--- src/adc_ctrl_pkg.sv ---
// constants, field layout and types of the converter control block
package adc_ctrl_pkg;

  // ------------------------------------------------------------
  // widths and values after reset
  // ------------------------------------------------------------
  localparam int DATA_W = 12;
  localparam int DAC_W = 10;
  localparam logic [11:0] CFG_RST = 12'h000;
  localparam logic [9:0] DAC_RST = 10'h3ff;
  localparam logic [9:0] SEQ_RST = 10'h000;
  localparam logic [1:0] POS_RST = 2'h0;

  // ------------------------------------------------------------
  // configuration word fields
  // ------------------------------------------------------------
  localparam int CH_LSB = 10;
  localparam int UPD_LSB = 8;
  localparam int DEEP_BIT = 7;
  localparam int DOZE_BIT = 6;
  localparam int AUTO_BIT = 5;
  localparam int REFOFF_BIT = 4;
  localparam int SEL_LSB = 0;
  localparam logic [1:0] UPD_ON = 2'h1;
  localparam logic [2:0] SEL_DAC_WR = 3'h1;
  localparam logic [2:0] SEL_DAC_RD = 3'h3;
  localparam logic [2:0] SEL_SEQ_WR = 3'h4;
  localparam logic [2:0] SEL_SRST = 3'h5;
  localparam logic [2:0] SEL_SEQ_RD = 3'h6;

  // ------------------------------------------------------------
  // sequencer word fields (stored bits 11:2, position read only)
  // ------------------------------------------------------------
  localparam int SEQ_STORE_LSB = 2;
  localparam int MODE_LSB = 8;
  localparam int LEN_LSB = 6;
  localparam int SLOT1_LSB = 4;
  localparam int SLOT2_LSB = 2;
  localparam int SLOT3_LSB = 0;

  // ------------------------------------------------------------
  // conversion timing in core clock cycles
  // ------------------------------------------------------------
  localparam logic [4:0] CONV_CYCLES = 5'd13;
  localparam logic [4:0] WAKE_CYCLES = 5'd6;

  // pending second access after a configuration write
  typedef enum logic [4:0] {
    ACC_IDLE = 5'h01,
    ACC_DAC_WR = 5'h02,
    ACC_DAC_RD = 5'h04,
    ACC_SEQ_WR = 5'h08,
    ACC_SEQ_RD = 5'h10
  } access_t;

endpackage : adc_ctrl_pkg

--- src/adc_ctrl_top.sv ---
// register bank, sequencer and result path of the dual converter
//
// Summary of operation
// [RULE_01] dac code is 10 bits, full code 2.5 V
// [RULE_02] data word captured at store strobe rising
// [RULE_03] configuration word 12 bits, zero after reset
// [RULE_04] fixed configuration field layout
// [RULE_05] channel code routes inputs to both converters
// [RULE_06] updates allowed only when update field 01; soft reset 101 here acts with any update field
// [RULE_07] deep sleep bit enters deep power-down
// [RULE_08] doze bit enters nap power-down
// [RULE_09] auto doze bit enables automatic nap
// [RULE_10] reference off bit disables internal reference
// [RULE_11] selector picks dac, sequencer or soft reset
// [RULE_12] power-down takes effect at store strobe
// [RULE_13] dac and sequencer applied after second write
// [RULE_14] input selection changes at store strobe
// [RULE_15] trigger converts channel selected before it
// [RULE_16] output register loaded when busy falls
// [RULE_17] results are 12-bit two's complement
// [RULE_18] sequencer armed by 01/100, next word loads
// [RULE_19] fixed sequencer field layout
// [RULE_20] sequencer mode sets trigger and busy grouping
// [RULE_21] length field enables zero to three slots
// [RULE_22] slot selects use channel code encoding
// [RULE_23] position reports next slot, zero if off
// [RULE_24] host sends dac code on bits 9:0
// [RULE_25] armed dac read drives code on 9:0
// [RULE_26] selector 101 resets whole block
// [RULE_27] disabled updates never arm second access
`timescale 1ns/100ps
module adc_ctrl_top
  import adc_ctrl_pkg::*;
(
  input wire logic core_clk,
  input wire logic arst_n,
  input wire logic [11:0] host_data_in,
  output logic [11:0] host_data_out,
  output logic host_data_oe_n,
  input wire logic wr_n,
  input wire logic rd_n,
  input wire logic sample_trigger,
  input wire logic [11:0] conv_a_raw,
  input wire logic [11:0] conv_b_raw,
  output logic busy,
  output logic [1:0] channel_code,
  output logic [1:0] mux_pos_sel,
  output logic mux_neg_pair1,
  output logic deep_sleep_en,
  output logic doze_en,
  output logic auto_doze_en,
  output logic auto_doze_active,
  output logic reference_off,
  output logic [9:0] ref_dac_code
);

  // ------------------------------------------------------------
  // state of the block
  // ------------------------------------------------------------
  typedef struct packed {
    logic [11:0] cfg;
    logic [9:0] dac;
    logic [9:0] seq;
    logic [1:0] pos;
    access_t acc;
    logic seq_run;
    logic gap;
    logic [1:0] cur_slot;
    logic [2:0][23:0] hold;
    logic [2:0][23:0] outr;
    logic [1:0] nres;
    logic [1:0] nout;
    logic [2:0] rd_idx;
    logic [11:0] dout;
    logic busy_q;
    logic napping;
  } state_t;

  localparam state_t ST_RST = '{
    cfg: CFG_RST,
    dac: DAC_RST,
    seq: SEQ_RST,
    pos: POS_RST,
    acc: ACC_IDLE,
    seq_run: 1'b0,
    gap: 1'b0,
    cur_slot: 2'h0,
    hold: '0,
    outr: '0,
    nres: 2'h0,
    nout: 2'h0,
    rd_idx: 3'h0,
    dout: 12'h000,
    busy_q: 1'b0,
    napping: 1'b0
  };

  state_t r;
  state_t r_nxt;

  // ------------------------------------------------------------
  // helpers
  // ------------------------------------------------------------
  // straight binary from the converter core to two's complement
  function automatic logic [11:0] to_twos(input logic [11:0] raw);
    to_twos = {~raw[11], raw[10:0]}; // RULE_17
  endfunction : to_twos

  // channel code held by a sequencer slot, slot 1..3
  function automatic logic [1:0] slot_code(
    input logic [9:0] seq,
    input logic [1:0] slot
  );
    case (slot)
      2'h1: slot_code = seq[SLOT1_LSB +: 2]; // RULE_19
      2'h2: slot_code = seq[SLOT2_LSB +: 2];
      2'h3: slot_code = seq[SLOT3_LSB +: 2];
      default: slot_code = 2'h0;
    endcase
  endfunction : slot_code

  // ------------------------------------------------------------
  // pin synchronisers and conversion timer
  // ------------------------------------------------------------
  logic wr_rise;
  logic rd_lvl;
  logic rd_fall;
  logic trig_fall;
  logic start;
  logic wake;
  logic abort;
  logic running;
  logic done;

  pin_edge_sync u_wr (
    .core_clk(core_clk),
    .arst_n(arst_n),
    .pin(wr_n),
    .level(),
    .rise(wr_rise),
    .fall()
  );

  pin_edge_sync u_rd (
    .core_clk(core_clk),
    .arst_n(arst_n),
    .pin(rd_n),
    .level(rd_lvl),
    .rise(),
    .fall(rd_fall)
  );

  pin_edge_sync u_trig (
    .core_clk(core_clk),
    .arst_n(arst_n),
    .pin(sample_trigger),
    .level(),
    .rise(),
    .fall(trig_fall)
  );

  conv_timer u_timer (
    .core_clk(core_clk),
    .arst_n(arst_n),
    .start(start),
    .wake(wake),
    .abort(abort),
    .running(running),
    .done(done)
  );

  // ------------------------------------------------------------
  // decoded fields
  // ------------------------------------------------------------
  logic [1:0] len;
  logic [1:0] mode;
  logic upd_ok;
  logic pd_stop;
  logic [2:0] sel_in;
  logic [1:0] slot_idx;
  logic [1:0] pos_next;

  assign len = r.seq[LEN_LSB +: 2]; // RULE_21
  assign mode = r.seq[MODE_LSB +: 2];
  assign sel_in = host_data_in[SEL_LSB +: 3];
  assign upd_ok = host_data_in[UPD_LSB +: 2] == UPD_ON; // RULE_06
  // deep sleep or doze stop any running conversion
  assign pd_stop = r.cfg[DEEP_BIT] | r.cfg[DOZE_BIT]; // RULE_07 RULE_08
  // per-trigger mode keeps only the latest result in entry 0
  assign slot_idx = (len == 2'h0 || !mode[1]) ? 2'h0
                                              : r.cur_slot - 2'h1;
  assign pos_next = (r.pos == len) ? 2'h1 : r.pos + 2'h1; // RULE_23

  // ------------------------------------------------------------
  // next state
  // ------------------------------------------------------------
  always_comb begin
    r_nxt = r;
    start = 1'b0;
    wake = 1'b0;
    abort = pd_stop;
    r_nxt.busy_q = busy;

    // host store strobe: configuration or armed second write
    if (wr_rise) begin // RULE_02
      case (r.acc)
        ACC_DAC_WR: begin
          r_nxt.dac = host_data_in[DAC_W-1:0]; // RULE_13 RULE_24
          r_nxt.acc = ACC_IDLE;
        end
        ACC_SEQ_WR: begin
          r_nxt.seq = host_data_in[DATA_W-1:SEQ_STORE_LSB]; // RULE_18
          r_nxt.pos = (host_data_in[9:8] == 2'h0) ? 2'h0 : 2'h1;
          r_nxt.seq_run = 1'b0;
          r_nxt.gap = 1'b0;
          r_nxt.acc = ACC_IDLE;
        end
        default: begin
          r_nxt.cfg = host_data_in; // RULE_03 RULE_04 RULE_12 RULE_14
          r_nxt.acc = ACC_IDLE;
          if (upd_ok) begin // RULE_27
            case (sel_in) // RULE_11
              SEL_DAC_WR: r_nxt.acc = ACC_DAC_WR;
              SEL_DAC_RD: r_nxt.acc = ACC_DAC_RD;
              SEL_SEQ_WR: r_nxt.acc = ACC_SEQ_WR; // RULE_18
              SEL_SEQ_RD: r_nxt.acc = ACC_SEQ_RD;
              default: r_nxt.acc = ACC_IDLE;
            endcase
          end
        end
      endcase
    end

    // host read strobe: armed register read or next result word
    if (rd_fall) begin
      case (r.acc)
        ACC_DAC_RD: begin
          r_nxt.dout = {2'h0, r.dac}; // RULE_25
          r_nxt.acc = ACC_IDLE;
        end
        ACC_SEQ_RD: begin
          r_nxt.dout = {r.seq, r.pos}; // RULE_23
          r_nxt.acc = ACC_IDLE;
        end
        default: begin
          // words alternate a then b, slot by slot
          if (r.rd_idx[0]) begin
            r_nxt.dout = r.outr[r.rd_idx[2:1]][11:0];
          end else begin
            r_nxt.dout = r.outr[r.rd_idx[2:1]][23:12];
          end
          if (r.rd_idx[2:1] + 2'h1 >= r.nout && r.rd_idx[0]) begin
            r_nxt.rd_idx = 3'h0;
          end else begin
            r_nxt.rd_idx = r.rd_idx + 3'h1;
          end
        end
      endcase
    end

    // trigger falling edge starts one conversion or a sequence
    if (trig_fall && !busy && !pd_stop && !r.gap) begin // RULE_15
      start = 1'b1;
      wake = r.cfg[AUTO_BIT]; // RULE_09
      r_nxt.napping = 1'b0;
      r_nxt.cur_slot = r.pos;
      r_nxt.seq_run = (len != 2'h0) && (mode == 2'h3); // RULE_20
    end else if (r.gap && !pd_stop) begin
      // mode 1x: next slot follows without a new trigger
      start = 1'b1;
      r_nxt.gap = 1'b0;
      r_nxt.cur_slot = r.pos;
    end

    // end of a conversion: keep result, step the position
    if (done) begin
      r_nxt.hold[slot_idx] = {to_twos(conv_a_raw), to_twos(conv_b_raw)};
      r_nxt.nres = slot_idx + 2'h1;
      r_nxt.napping = r.cfg[AUTO_BIT]; // RULE_09
      if (len != 2'h0) begin
        r_nxt.pos = pos_next; // RULE_23
        if (mode[1] && r.cur_slot != len) begin
          r_nxt.gap = 1'b1; // RULE_20
        end else begin
          r_nxt.seq_run = 1'b0;
        end
      end
    end

    // output register follows the falling edge of busy
    if (r.busy_q && !busy) begin // RULE_16
      r_nxt.outr = r.hold;
      r_nxt.nout = r.nres;
      r_nxt.rd_idx = 3'h0;
    end

    // power-down drops any sequence in progress
    if (pd_stop) begin // RULE_07 RULE_08
      r_nxt.seq_run = 1'b0;
      r_nxt.gap = 1'b0;
    end

    // soft reset returns every register to its reset value
    if (wr_rise && r.acc != ACC_DAC_WR && r.acc != ACC_SEQ_WR
        && sel_in == SEL_SRST) begin // RULE_26
      r_nxt = ST_RST;
      abort = 1'b1;
      start = 1'b0;
    end
  end

  always_ff @(posedge core_clk or negedge arst_n) begin
    if (!arst_n) begin
      r <= ST_RST; // RULE_03
    end else begin
      r <= r_nxt;
    end
  end

  // ------------------------------------------------------------
  // outputs
  // ------------------------------------------------------------
  // busy spans the whole sequence in mode 11, drops in mode 10 gaps
  assign busy = running | r.seq_run; // RULE_20

  // sequencer slot overrides the configuration channel code
  assign channel_code = (len == 2'h0) ? r.cfg[CH_LSB +: 2]
                                      : slot_code(r.seq, r.pos); // RULE_22
  // 00 pair0+, 01 pair1-, 10 pair1+ on positive; pair1- only for 11
  assign mux_pos_sel = (channel_code == 2'h3) ? 2'h2
                                              : channel_code; // RULE_05
  assign mux_neg_pair1 = channel_code == 2'h3; // RULE_05

  assign deep_sleep_en = r.cfg[DEEP_BIT]; // RULE_07
  assign doze_en = r.cfg[DOZE_BIT]; // RULE_08
  assign auto_doze_en = r.cfg[AUTO_BIT]; // RULE_09
  assign auto_doze_active = r.napping;
  assign reference_off = r.cfg[REFOFF_BIT]; // RULE_10
  assign ref_dac_code = r.dac; // RULE_01

  // data lines driven while the read strobe is low
  assign host_data_out = r.dout;
  assign host_data_oe_n = rd_lvl;

endmodule : adc_ctrl_top

--- src/pin_edge_sync.sv ---
// two-flop synchroniser with edge detection for one strobe pin
`timescale 1ns/100ps
module pin_edge_sync
  import adc_ctrl_pkg::*;
(
  input wire logic core_clk,
  input wire logic arst_n,
  input wire logic pin,
  output logic level,
  output logic rise,
  output logic fall
);

  typedef struct packed {
    logic s1;
    logic s2;
    logic s3;
  } sync_t;

  sync_t r;
  sync_t r_nxt;

  // shift chain, first stage only feeds the second
  always_comb begin
    r_nxt = r;
    r_nxt.s1 = pin;
    r_nxt.s2 = r.s1;
    r_nxt.s3 = r.s2;
  end

  always_ff @(posedge core_clk or negedge arst_n) begin
    if (!arst_n) begin
      r <= '1;
    end else begin
      r <= r_nxt;
    end
  end

  // edges seen on the synchronised stages only
  assign level = r.s2;
  assign rise = r.s2 & ~r.s3;
  assign fall = ~r.s2 & r.s3;

endmodule : pin_edge_sync

--- src/conv_timer.sv ---
// conversion cycle counter with optional wake-up lead time
`timescale 1ns/100ps
module conv_timer
  import adc_ctrl_pkg::*;
(
  input wire logic core_clk,
  input wire logic arst_n,
  input wire logic start,
  input wire logic wake,
  input wire logic abort,
  output logic running,
  output logic done
);

  typedef struct packed {
    logic [4:0] cnt;
    logic run;
  } tmr_t;

  tmr_t r;
  tmr_t r_nxt;

  // load, count down, stop on abort
  always_comb begin
    r_nxt = r;
    if (abort) begin
      r_nxt.run = 1'b0;
      r_nxt.cnt = 5'h00;
    end else if (start && !r.run) begin
      r_nxt.run = 1'b1;
      r_nxt.cnt = wake ? CONV_CYCLES + WAKE_CYCLES : CONV_CYCLES;
    end else if (r.run) begin
      r_nxt.cnt = r.cnt - 5'h01;
      if (r.cnt == 5'h01) begin
        r_nxt.run = 1'b0;
      end
    end
  end

  always_ff @(posedge core_clk or negedge arst_n) begin
    if (!arst_n) begin
      r <= '0;
    end else begin
      r <= r_nxt;
    end
  end

  assign running = r.run;
  assign done = r.run && !abort && (r.cnt == 5'h01);

endmodule : conv_timer

--- config.mk ---
export PLATFORM = sky130hd
export DESIGN_NAME = adc_ctrl_top
export DESIGN_NICKNAME = d
export VERILOG_FILES = /design/src/adc_ctrl_pkg.sv /design/src/adc_ctrl_top.sv /design/src/pin_edge_sync.sv /design/src/conv_timer.sv
export SDC_FILE = /design/constraint.sdc
export NUM_CORES = 1
export LEC_CHECK = 0
export BUFFER_PORTS_ARGS = -buffer_cell sky130_fd_sc_hd__buf_4
export CAP_MARGIN = 30
export CORE_ASPECT_RATIO = 1.75
export CORE_UTILIZATION = 50
export DETAILED_ROUTE_END_ITERATION = 16
export GPL_TIMING_DRIVEN = 0
export PLACE_DENSITY_LB_ADDON = 0.08
export SLEW_MARGIN = 5
export SYNTH_ARGS = -nofsm -noshare
export SYNTH_HDL_FRONTEND = slang
export SYNTH_SLANG_ARGS = --single-unit
--- constraint.sdc ---
create_clock -name core_clk -period 3.1 [get_ports core_clk]
set_input_delay 0.62 -clock core_clk [delete_from_list [all_inputs] [get_ports core_clk]]
set_output_delay 0.62 -clock core_clk [all_outputs]
set_load 0.05 [all_outputs]
After elaboration in Yosys (flattened, before gate mapping)
Index checks and enable logic that the tools add are counted.
- output and inout bits: 34
- input port bits: 41
- register bits after elaboration: 223
- word-level logic and storage cells: 168
- add/sub/neg operators: 6
- mux-type cells: 54
- magnitude comparators: 4
- eq/ne operators: 22
- reduce and logical (&&, ||, !) cells: 41
- bitwise gates (word level): 10
- operators with widths (operator ; count):
    208-bit two-way mux ; 1
    72-bit two-way mux ; 2
    72-bit bitwise mux ; 1
    24-bit binary-select mux with 2-bit select ; 1
    24-bit demux with 2-bit select ; 1
    24-bit two-way mux ; 2
    41-bit two-way mux ; 1
    12-bit two-way mux ; 3
    5-bit two-way mux ; 6
    2-bit two-way mux ; 12
    12-bit one-hot mux with 2 select lines ; 1
    5-bit one-hot mux with 4 select lines ; 1
    6-bit two-way mux ; 3
    1-bit logical AND ; 15
    15-bit two-way mux ; 1
    2-bit nonzero test ; 7
    1-bit two-way mux ; 13
    3-bit nonzero test ; 4
    10-bit two-way mux ; 1
    3-bit == test, second input constant ; 3
    3-bit two-way mux ; 3
    2-bit == test, second input constant ; 4
    2-bit AND reduction ; 4
    2-bit by 1-bit adder with 2-bit output, second input constant ; 3
    28 further kinds ; 44

Depth between registers and ports, before layout
- depth in word-level cells: 12
- gate-level depth with buffers: 10
- mapped depth without buffers: 7

Hierarchy
A second synthesis with hierarchy kept.
- cells, all modules: 1095
- area total of the unflattened synthesis: 10691.5 µm²
- by module, submodules not included (module ; seq. area each (µm²) ; area each (µm²) ; cells an instance ; instances):
    adc_ctrl_top ; 5068.6 ; 10045.9 ; 1042 ; 1
    conv_timer ; 150.1 ; 364.1 ; 38 ; 1
    pin_edge_sync ; 78.8 ; 93.8 ; 5 ; 3

Least setup slack after synthesis
Ideal clock, no wire load.
- path kind: reg2out
- start: register r[175] (netlist name)
- end: output port mux_neg_pair1
- data required time: 2.480 ns
- arrival time: 2.902 ns
- stages on the path, launching flop included: 6
- setup slack: -0.422 ns
- cells stage by stage: dfrtp_1 > inv_1 > ha_1 > a222oi_1 > o31ai_1 > nor2b_1
- cells in the longest elaborated chain, start to end: 4
- elaborated cells between the ends (all ways): 6
- RTL lines (element ; RTL line ; text):
    from (decl) ; adc_ctrl_top.sv:98 ; state_t r;
    from (signal assigned) ; adc_ctrl_top.sv:316 ; r <= r_nxt;
    2-bit == test or 2-bit by 1-bit == test with 1-bit output (tied branches) ; adc_ctrl_top.sv:114 ; case (slot)
    2-bit one-hot mux with 3 select lines * ; adc_ctrl_top.sv:114 ;
    2-bit two-way mux * ; adc_ctrl_top.sv:327 ; assign channel_code = (len == 2'h0) ? r.cfg[CH_LSB +: 2]
    named net channel_code[1] ; adc_ctrl_top.sv:46 ; output logic [1:0] channel_code,
    2-bit == test * ; adc_ctrl_top.sv:332 ; assign mux_neg_pair1 = channel_code == 2'h3;
    to (decl) ; adc_ctrl_top.sv:48 ; output logic mux_neg_pair1,
Mark *: on every way through the listed nets, which the timed path passes. The rest lies on a longest branch.

Final worst setup path
- start: register r[175] (netlist name)
- end: output port mux_pos_sel[0]
- cells in the longest elaborated chain, start to end: 5
- elaborated cells between the ends (all ways): 7
- RTL lines (element ; RTL line ; text):
    2-bit == test or 2-bit by 1-bit == test with 1-bit output (tied branches) ; adc_ctrl_top.sv:114 ;
    2-bit one-hot mux with 3 select lines * ; adc_ctrl_top.sv:114 ;
    2-bit two-way mux * ; adc_ctrl_top.sv:327 ;
    2-bit == test ; adc_ctrl_top.sv:330 ; assign mux_pos_sel = (channel_code == 2'h3) ? 2'h2
    2-bit two-way mux * ; adc_ctrl_top.sv:330 ;
    to (decl) ; adc_ctrl_top.sv:47 ; output logic [1:0] mux_pos_sel,
Mark *: on every way between the ends. The rest lies on a longest branch, timed or not.

==> impl_table.tex <==
\begin{tabular}{lr}
\hline
Metric & Value \\
\hline
\multicolumn{2}{l}{\textbf{Floorplanning}} \\
Initial cell density of the core & 0.509 \\
I/O Pins & 75 \\
Die ar. & 21200 um\^{}2 \\
Die span in x & 110 um \\
Vertical extent of the die & between 150 and 200 um \\
Placeable core region & 20200 um\^{}2 \\
Cell row count & 69 \\
\multicolumn{2}{l}{\textbf{Critical path}} \\
Critical path origin & r[175] \\
Startpoint of the lowest-slack register-to-register path & len[1] \\
Reg-to-reg slack, setup & 250 ps \\
CP Capture Type & primary output \\
Endpoint of the worst setup timing path & mux\_pos\_sel[0] \\
Arrival time of the worst setup path & 2370 ps \\
Setup Crit Path Kind & reg -> out \\
Reg-to-Reg End & r[144] \\
Data required time at the worst endpoint & 2480 ps \\
Worst reg-to-reg path cell count & 9 \\
Worst setup SP type & register \\
CP Max Fanout & 6 \\
\multicolumn{2}{l}{\textbf{Min path}} \\
Hold/Removal Path Class & in -> async \\
\multicolumn{2}{l}{\textbf{Timing}} \\
Time the final worst path needs with I/O delays and setup & 2990 ps \\
Setup WS post-layout & 108 ps \\
Max transition margin & 0.466 \\
Top achievable clock speed & roughly 330 MHz \\
Sum Neg Setup Slack & 0 ps \\
Worst Clk Skew & 20.3 ps \\
Final max-slew violation count & 0 \\
Hold Slack & 111 ps \\
Number of setup violations in the final report & 0 \\
Final hold violation count & 0 \\
Slew at the pin closest to its max-slew limit & 802 ps \\
Unrepaired setup endpoints after global routing & no \\
Final worst-path cycle share & 0.965 \\
\multicolumn{2}{l}{\textbf{Clocking}} \\
Number of buffers added by the clock tree synthesis step & 21 \\
Number of clock sinks & 217 \\
Clock tree from TritonCTS & yes \\
Hold bufs inserted after CTS & 0 \\
Clock-pin slew of the registers on the worst-case setup and hold paths & roughly 70 ps \\
Later-pin clock latency in the skew report & 510 ps \\
CTS HTree Levels & 1 \\
CTS Root Buffer Type & sky130\_fd\_sc\_hd\_\_clkbuf\_16 \\
Number of buffers between clock root and the deepest sink & 3 \\
\multicolumn{2}{l}{\textbf{Detailed routing}} \\
Routed Wire Length & 29.8 mm \\
Post-detailed-route count of antenna-violating nets & 0 \\
Total iterations of the first detailed-routing run & 5 \\
Initial drt markers & 597 \\
Wire length per cell & 20.5 um \\
DRC violation count after routing & 0 \\
Vias per inst & around 5.7 \\
Vias post-DR & between 8000 and 9000 \\
\multicolumn{2}{l}{\textbf{Synth}} \\
Synth Warn \# & 0 \\
Top cell types by occurrence after synthesis & sky130\_fd\_sc\_hd\_\_nand2\_1 (272), sky130\_fd\_sc\_hd\_\_dfrtp\_1 (197), sky130\_fd\_sc\_hd\_\_a21oi\_1 (153) \\
Gate Count Post-Synth & 1093 \\
Biggest area consumer among synthesized cells & sky130\_fd\_sc\_hd\_\_dfrtp\_1 \\
Async set-reset flop share out of synthesis & 1.00 \\
Post-synthesis net count & approximately 1100 \\
Most repeated cell in the gate-level netlist after synthesis & sky130\_fd\_sc\_hd\_\_nand2\_1 \\
Mapped cell area & 10300 um\^{}2 \\
Post-synthesis mux area share & 0.0444 \\
Most area-consuming cells after synthesis & sky130\_fd\_sc\_hd\_\_dfrtp\_1 (48\%), sky130\_fd\_sc\_hd\_\_nand2\_1 (9.9\%), sky130\_fd\_sc\_hd\_\_a21oi\_1 (7.4\%) \\
Simple logic cell fraction of the synthesized area & 0.205 \\
Combinational family with the most area after synthesis & simple AND/OR/NAND/NOR gates \\
Number of enable flip-flop cells after synthesis & 0 \\
Share of synthesized area occupied by flip-flops and latches & 0.531 \\
Cell variety after synth & 62 \\
Synth Area in Adders & 0.0146 \\
Synth Area in Compound Gates & 0.134 \\
Flip-flop cell with the highest count after synthesis & sky130\_fd\_sc\_hd\_\_dfrtp\_1 \\
XOR/XNOR share of the synthesized area & 0.0118 \\
Fraction of synthesized cell area taken by the top area cell type & 0.480 \\
Post-Synthesis Mean Instance Area & 9.41 um\^{}2 \\
Register bit total from synthesis & around 220 \\
\multicolumn{2}{l}{\textbf{Global routing}} \\
Number of global-route vias before repair & just over 8000 \\
Wire length of the first global-routing pass & 45.8 mm \\
GRT overflow & 0 \\
Maximum number of pins on one net before global-route repair & 118 \\
Tot GR Track Use & 0.295 \\
Number of antenna violations at the first check in global routing & 0 \\
\multicolumn{2}{l}{\textbf{Final layout}} \\
Finished Core Util & 0.590 \\
Layout Area Growth over Synthesis & 15.9\% \\
Share of post-route cells with drive strength above 1 & 0.185 \\
Ant diodes & 0 \\
Number of nets in the layout & 1248 \\
FILL cells & roughly 1900 \\
Finished Cell Area & 11900 um\^{}2 \\
\multicolumn{2}{l}{\textbf{Placement}} \\
Count of input and output buffers & 74 \\
Weighted congestion at the end of routability-driven global placement & 0.937 \\
Post-Place Setup Slack & 284 ps \\
Dpl cell area & 11200 um\^{}2 \\
Post-DP HPWL & 22.9 mm \\
\multicolumn{2}{l}{\textbf{Outcome}} \\
Status & completed \\
\multicolumn{2}{l}{\textbf{Power}} \\
PD cells & 826 nW/um\^{}2 \\
Static leakage & between 5 and 6 nW \\
Worst vdd rail ir drop & roughly 600 uV \\
\multicolumn{2}{l}{\textbf{Job}} \\
Number of max-cap violations & 0 \\
\hline
\end{tabular}
## cell families after synthesis
group / count (synthesis)
compound gates: 231
xor+xnor: 13
fa+ha+maj: 12
buf+inv: 113
flops: 217
mux: 42
simple gates: 465
## power by group
part           internal (mW)  switching, mW  total, mW
Combinational           1.21           1.70       2.91
Sequential              3.72          0.611       4.33
Clock                   1.51           1.08       2.59
Total                   6.45           3.39       9.84
## metrics by stage
stage | total power [mW] | std cells
detailed placement | 7.27 | 1416
global route | 10.4 | 1456
CTS | 9.85 | 1453
global placement | 7.17 | 1415
finish | 9.84 | 1456
floorplan | 6.28 | 1093
## area by class of cell
type                    instances  area, um^2  share of cell area
clock buffers                  32         607              0.0510
inverters                      12        45.0             0.00378
clock inverters                 4        73.8             0.00620
flip-flops and latches        217        5460               0.458
plain buffers                 101         566              0.0475
well taps                     248         310              0.0261
multi-input cells             763        4230               0.355
repair buffers                 79         621              0.0521
## critical path: stages, from the launching register on
cell	delay [ps]
sky130_fd_sc_hd__dfrtp_2	450
sky130_fd_sc_hd__buf_4	170
sky130_fd_sc_hd__ha_1	190
sky130_fd_sc_hd__a222oi_1	510
sky130_fd_sc_hd__nor3_2	120
sky130_fd_sc_hd__a21oi_2	160
sky130_fd_sc_hd__nor2_1	60
sky130_fd_sc_hd__buf_4	190
## registers in the layout (all words and copies together) (netlist names), 2 cells and up
| signal | cells |
|---|---|
| u_trig.r | 2 |
| u_wr.r | 2 |
| host_data_out | 12 |
| u_rd.r | 2 |
| u_timer.r | 5 |
| len | 2 |
| ref_dac_code | 10 |
| r | 171 |
| mode | 2 |
## placed cells by master, fill, tap and decap left out, types with 21 or more instances in the layout
| cell type | synthesis | routed |
|---|---|---|
| sky130_fd_sc_hd__nor2_1 | 30 | 29 |
| sky130_fd_sc_hd__a21oi_1 | 153 | 152 |
| sky130_fd_sc_hd__clkbuf_1 | 36 | 43 |
| sky130_fd_sc_hd__clkbuf_16 | 0 | 21 |
| sky130_fd_sc_hd__nand3_1 | 86 | 86 |
| sky130_fd_sc_hd__buf_2 | 26 | 26 |
| sky130_fd_sc_hd__buf_4 | 37 | 114 |
| sky130_fd_sc_hd__dfrtp_1 | 197 | 195 |
| sky130_fd_sc_hd__mux2i_1 | 37 | 37 |
| sky130_fd_sc_hd__nand2_1 | 272 | 272 |
## how the worst min path moves through the flow
| stage | end | slack (ps) | cells past startpoint |
|---|---|---|---|
| after global routing | u_trig.r[2] | 200 | 1 |
| after detailed placement | u_wr.level | 350 | 0 |
| final | u_timer.r[1] | 110 | 1 |
| after floorplan | auto_doze_active | 320 | 0 |
| after global placement | u_trig.level | 350 | 0 |
| after CTS | u_timer.r[1] | 190 | 1 |
## repair_timing
action | in CTS | in global routing
resized for setup | 2 | 3
setup endpoints to repair | 3 | 3
gates cloned | 0 | 0
pin swaps | 2 | 2
setup buffers | 1 | 3
## per-layer routing
metal	track usage	share of wire	routed length, um
met1	0.325	0.37	10900
met5	0	0	0
met3	0.0339	0.036	1080
met2	0.525	0.52	15500
met4	0.186	0.078	2310
Power figures use the tool's default switching activity.
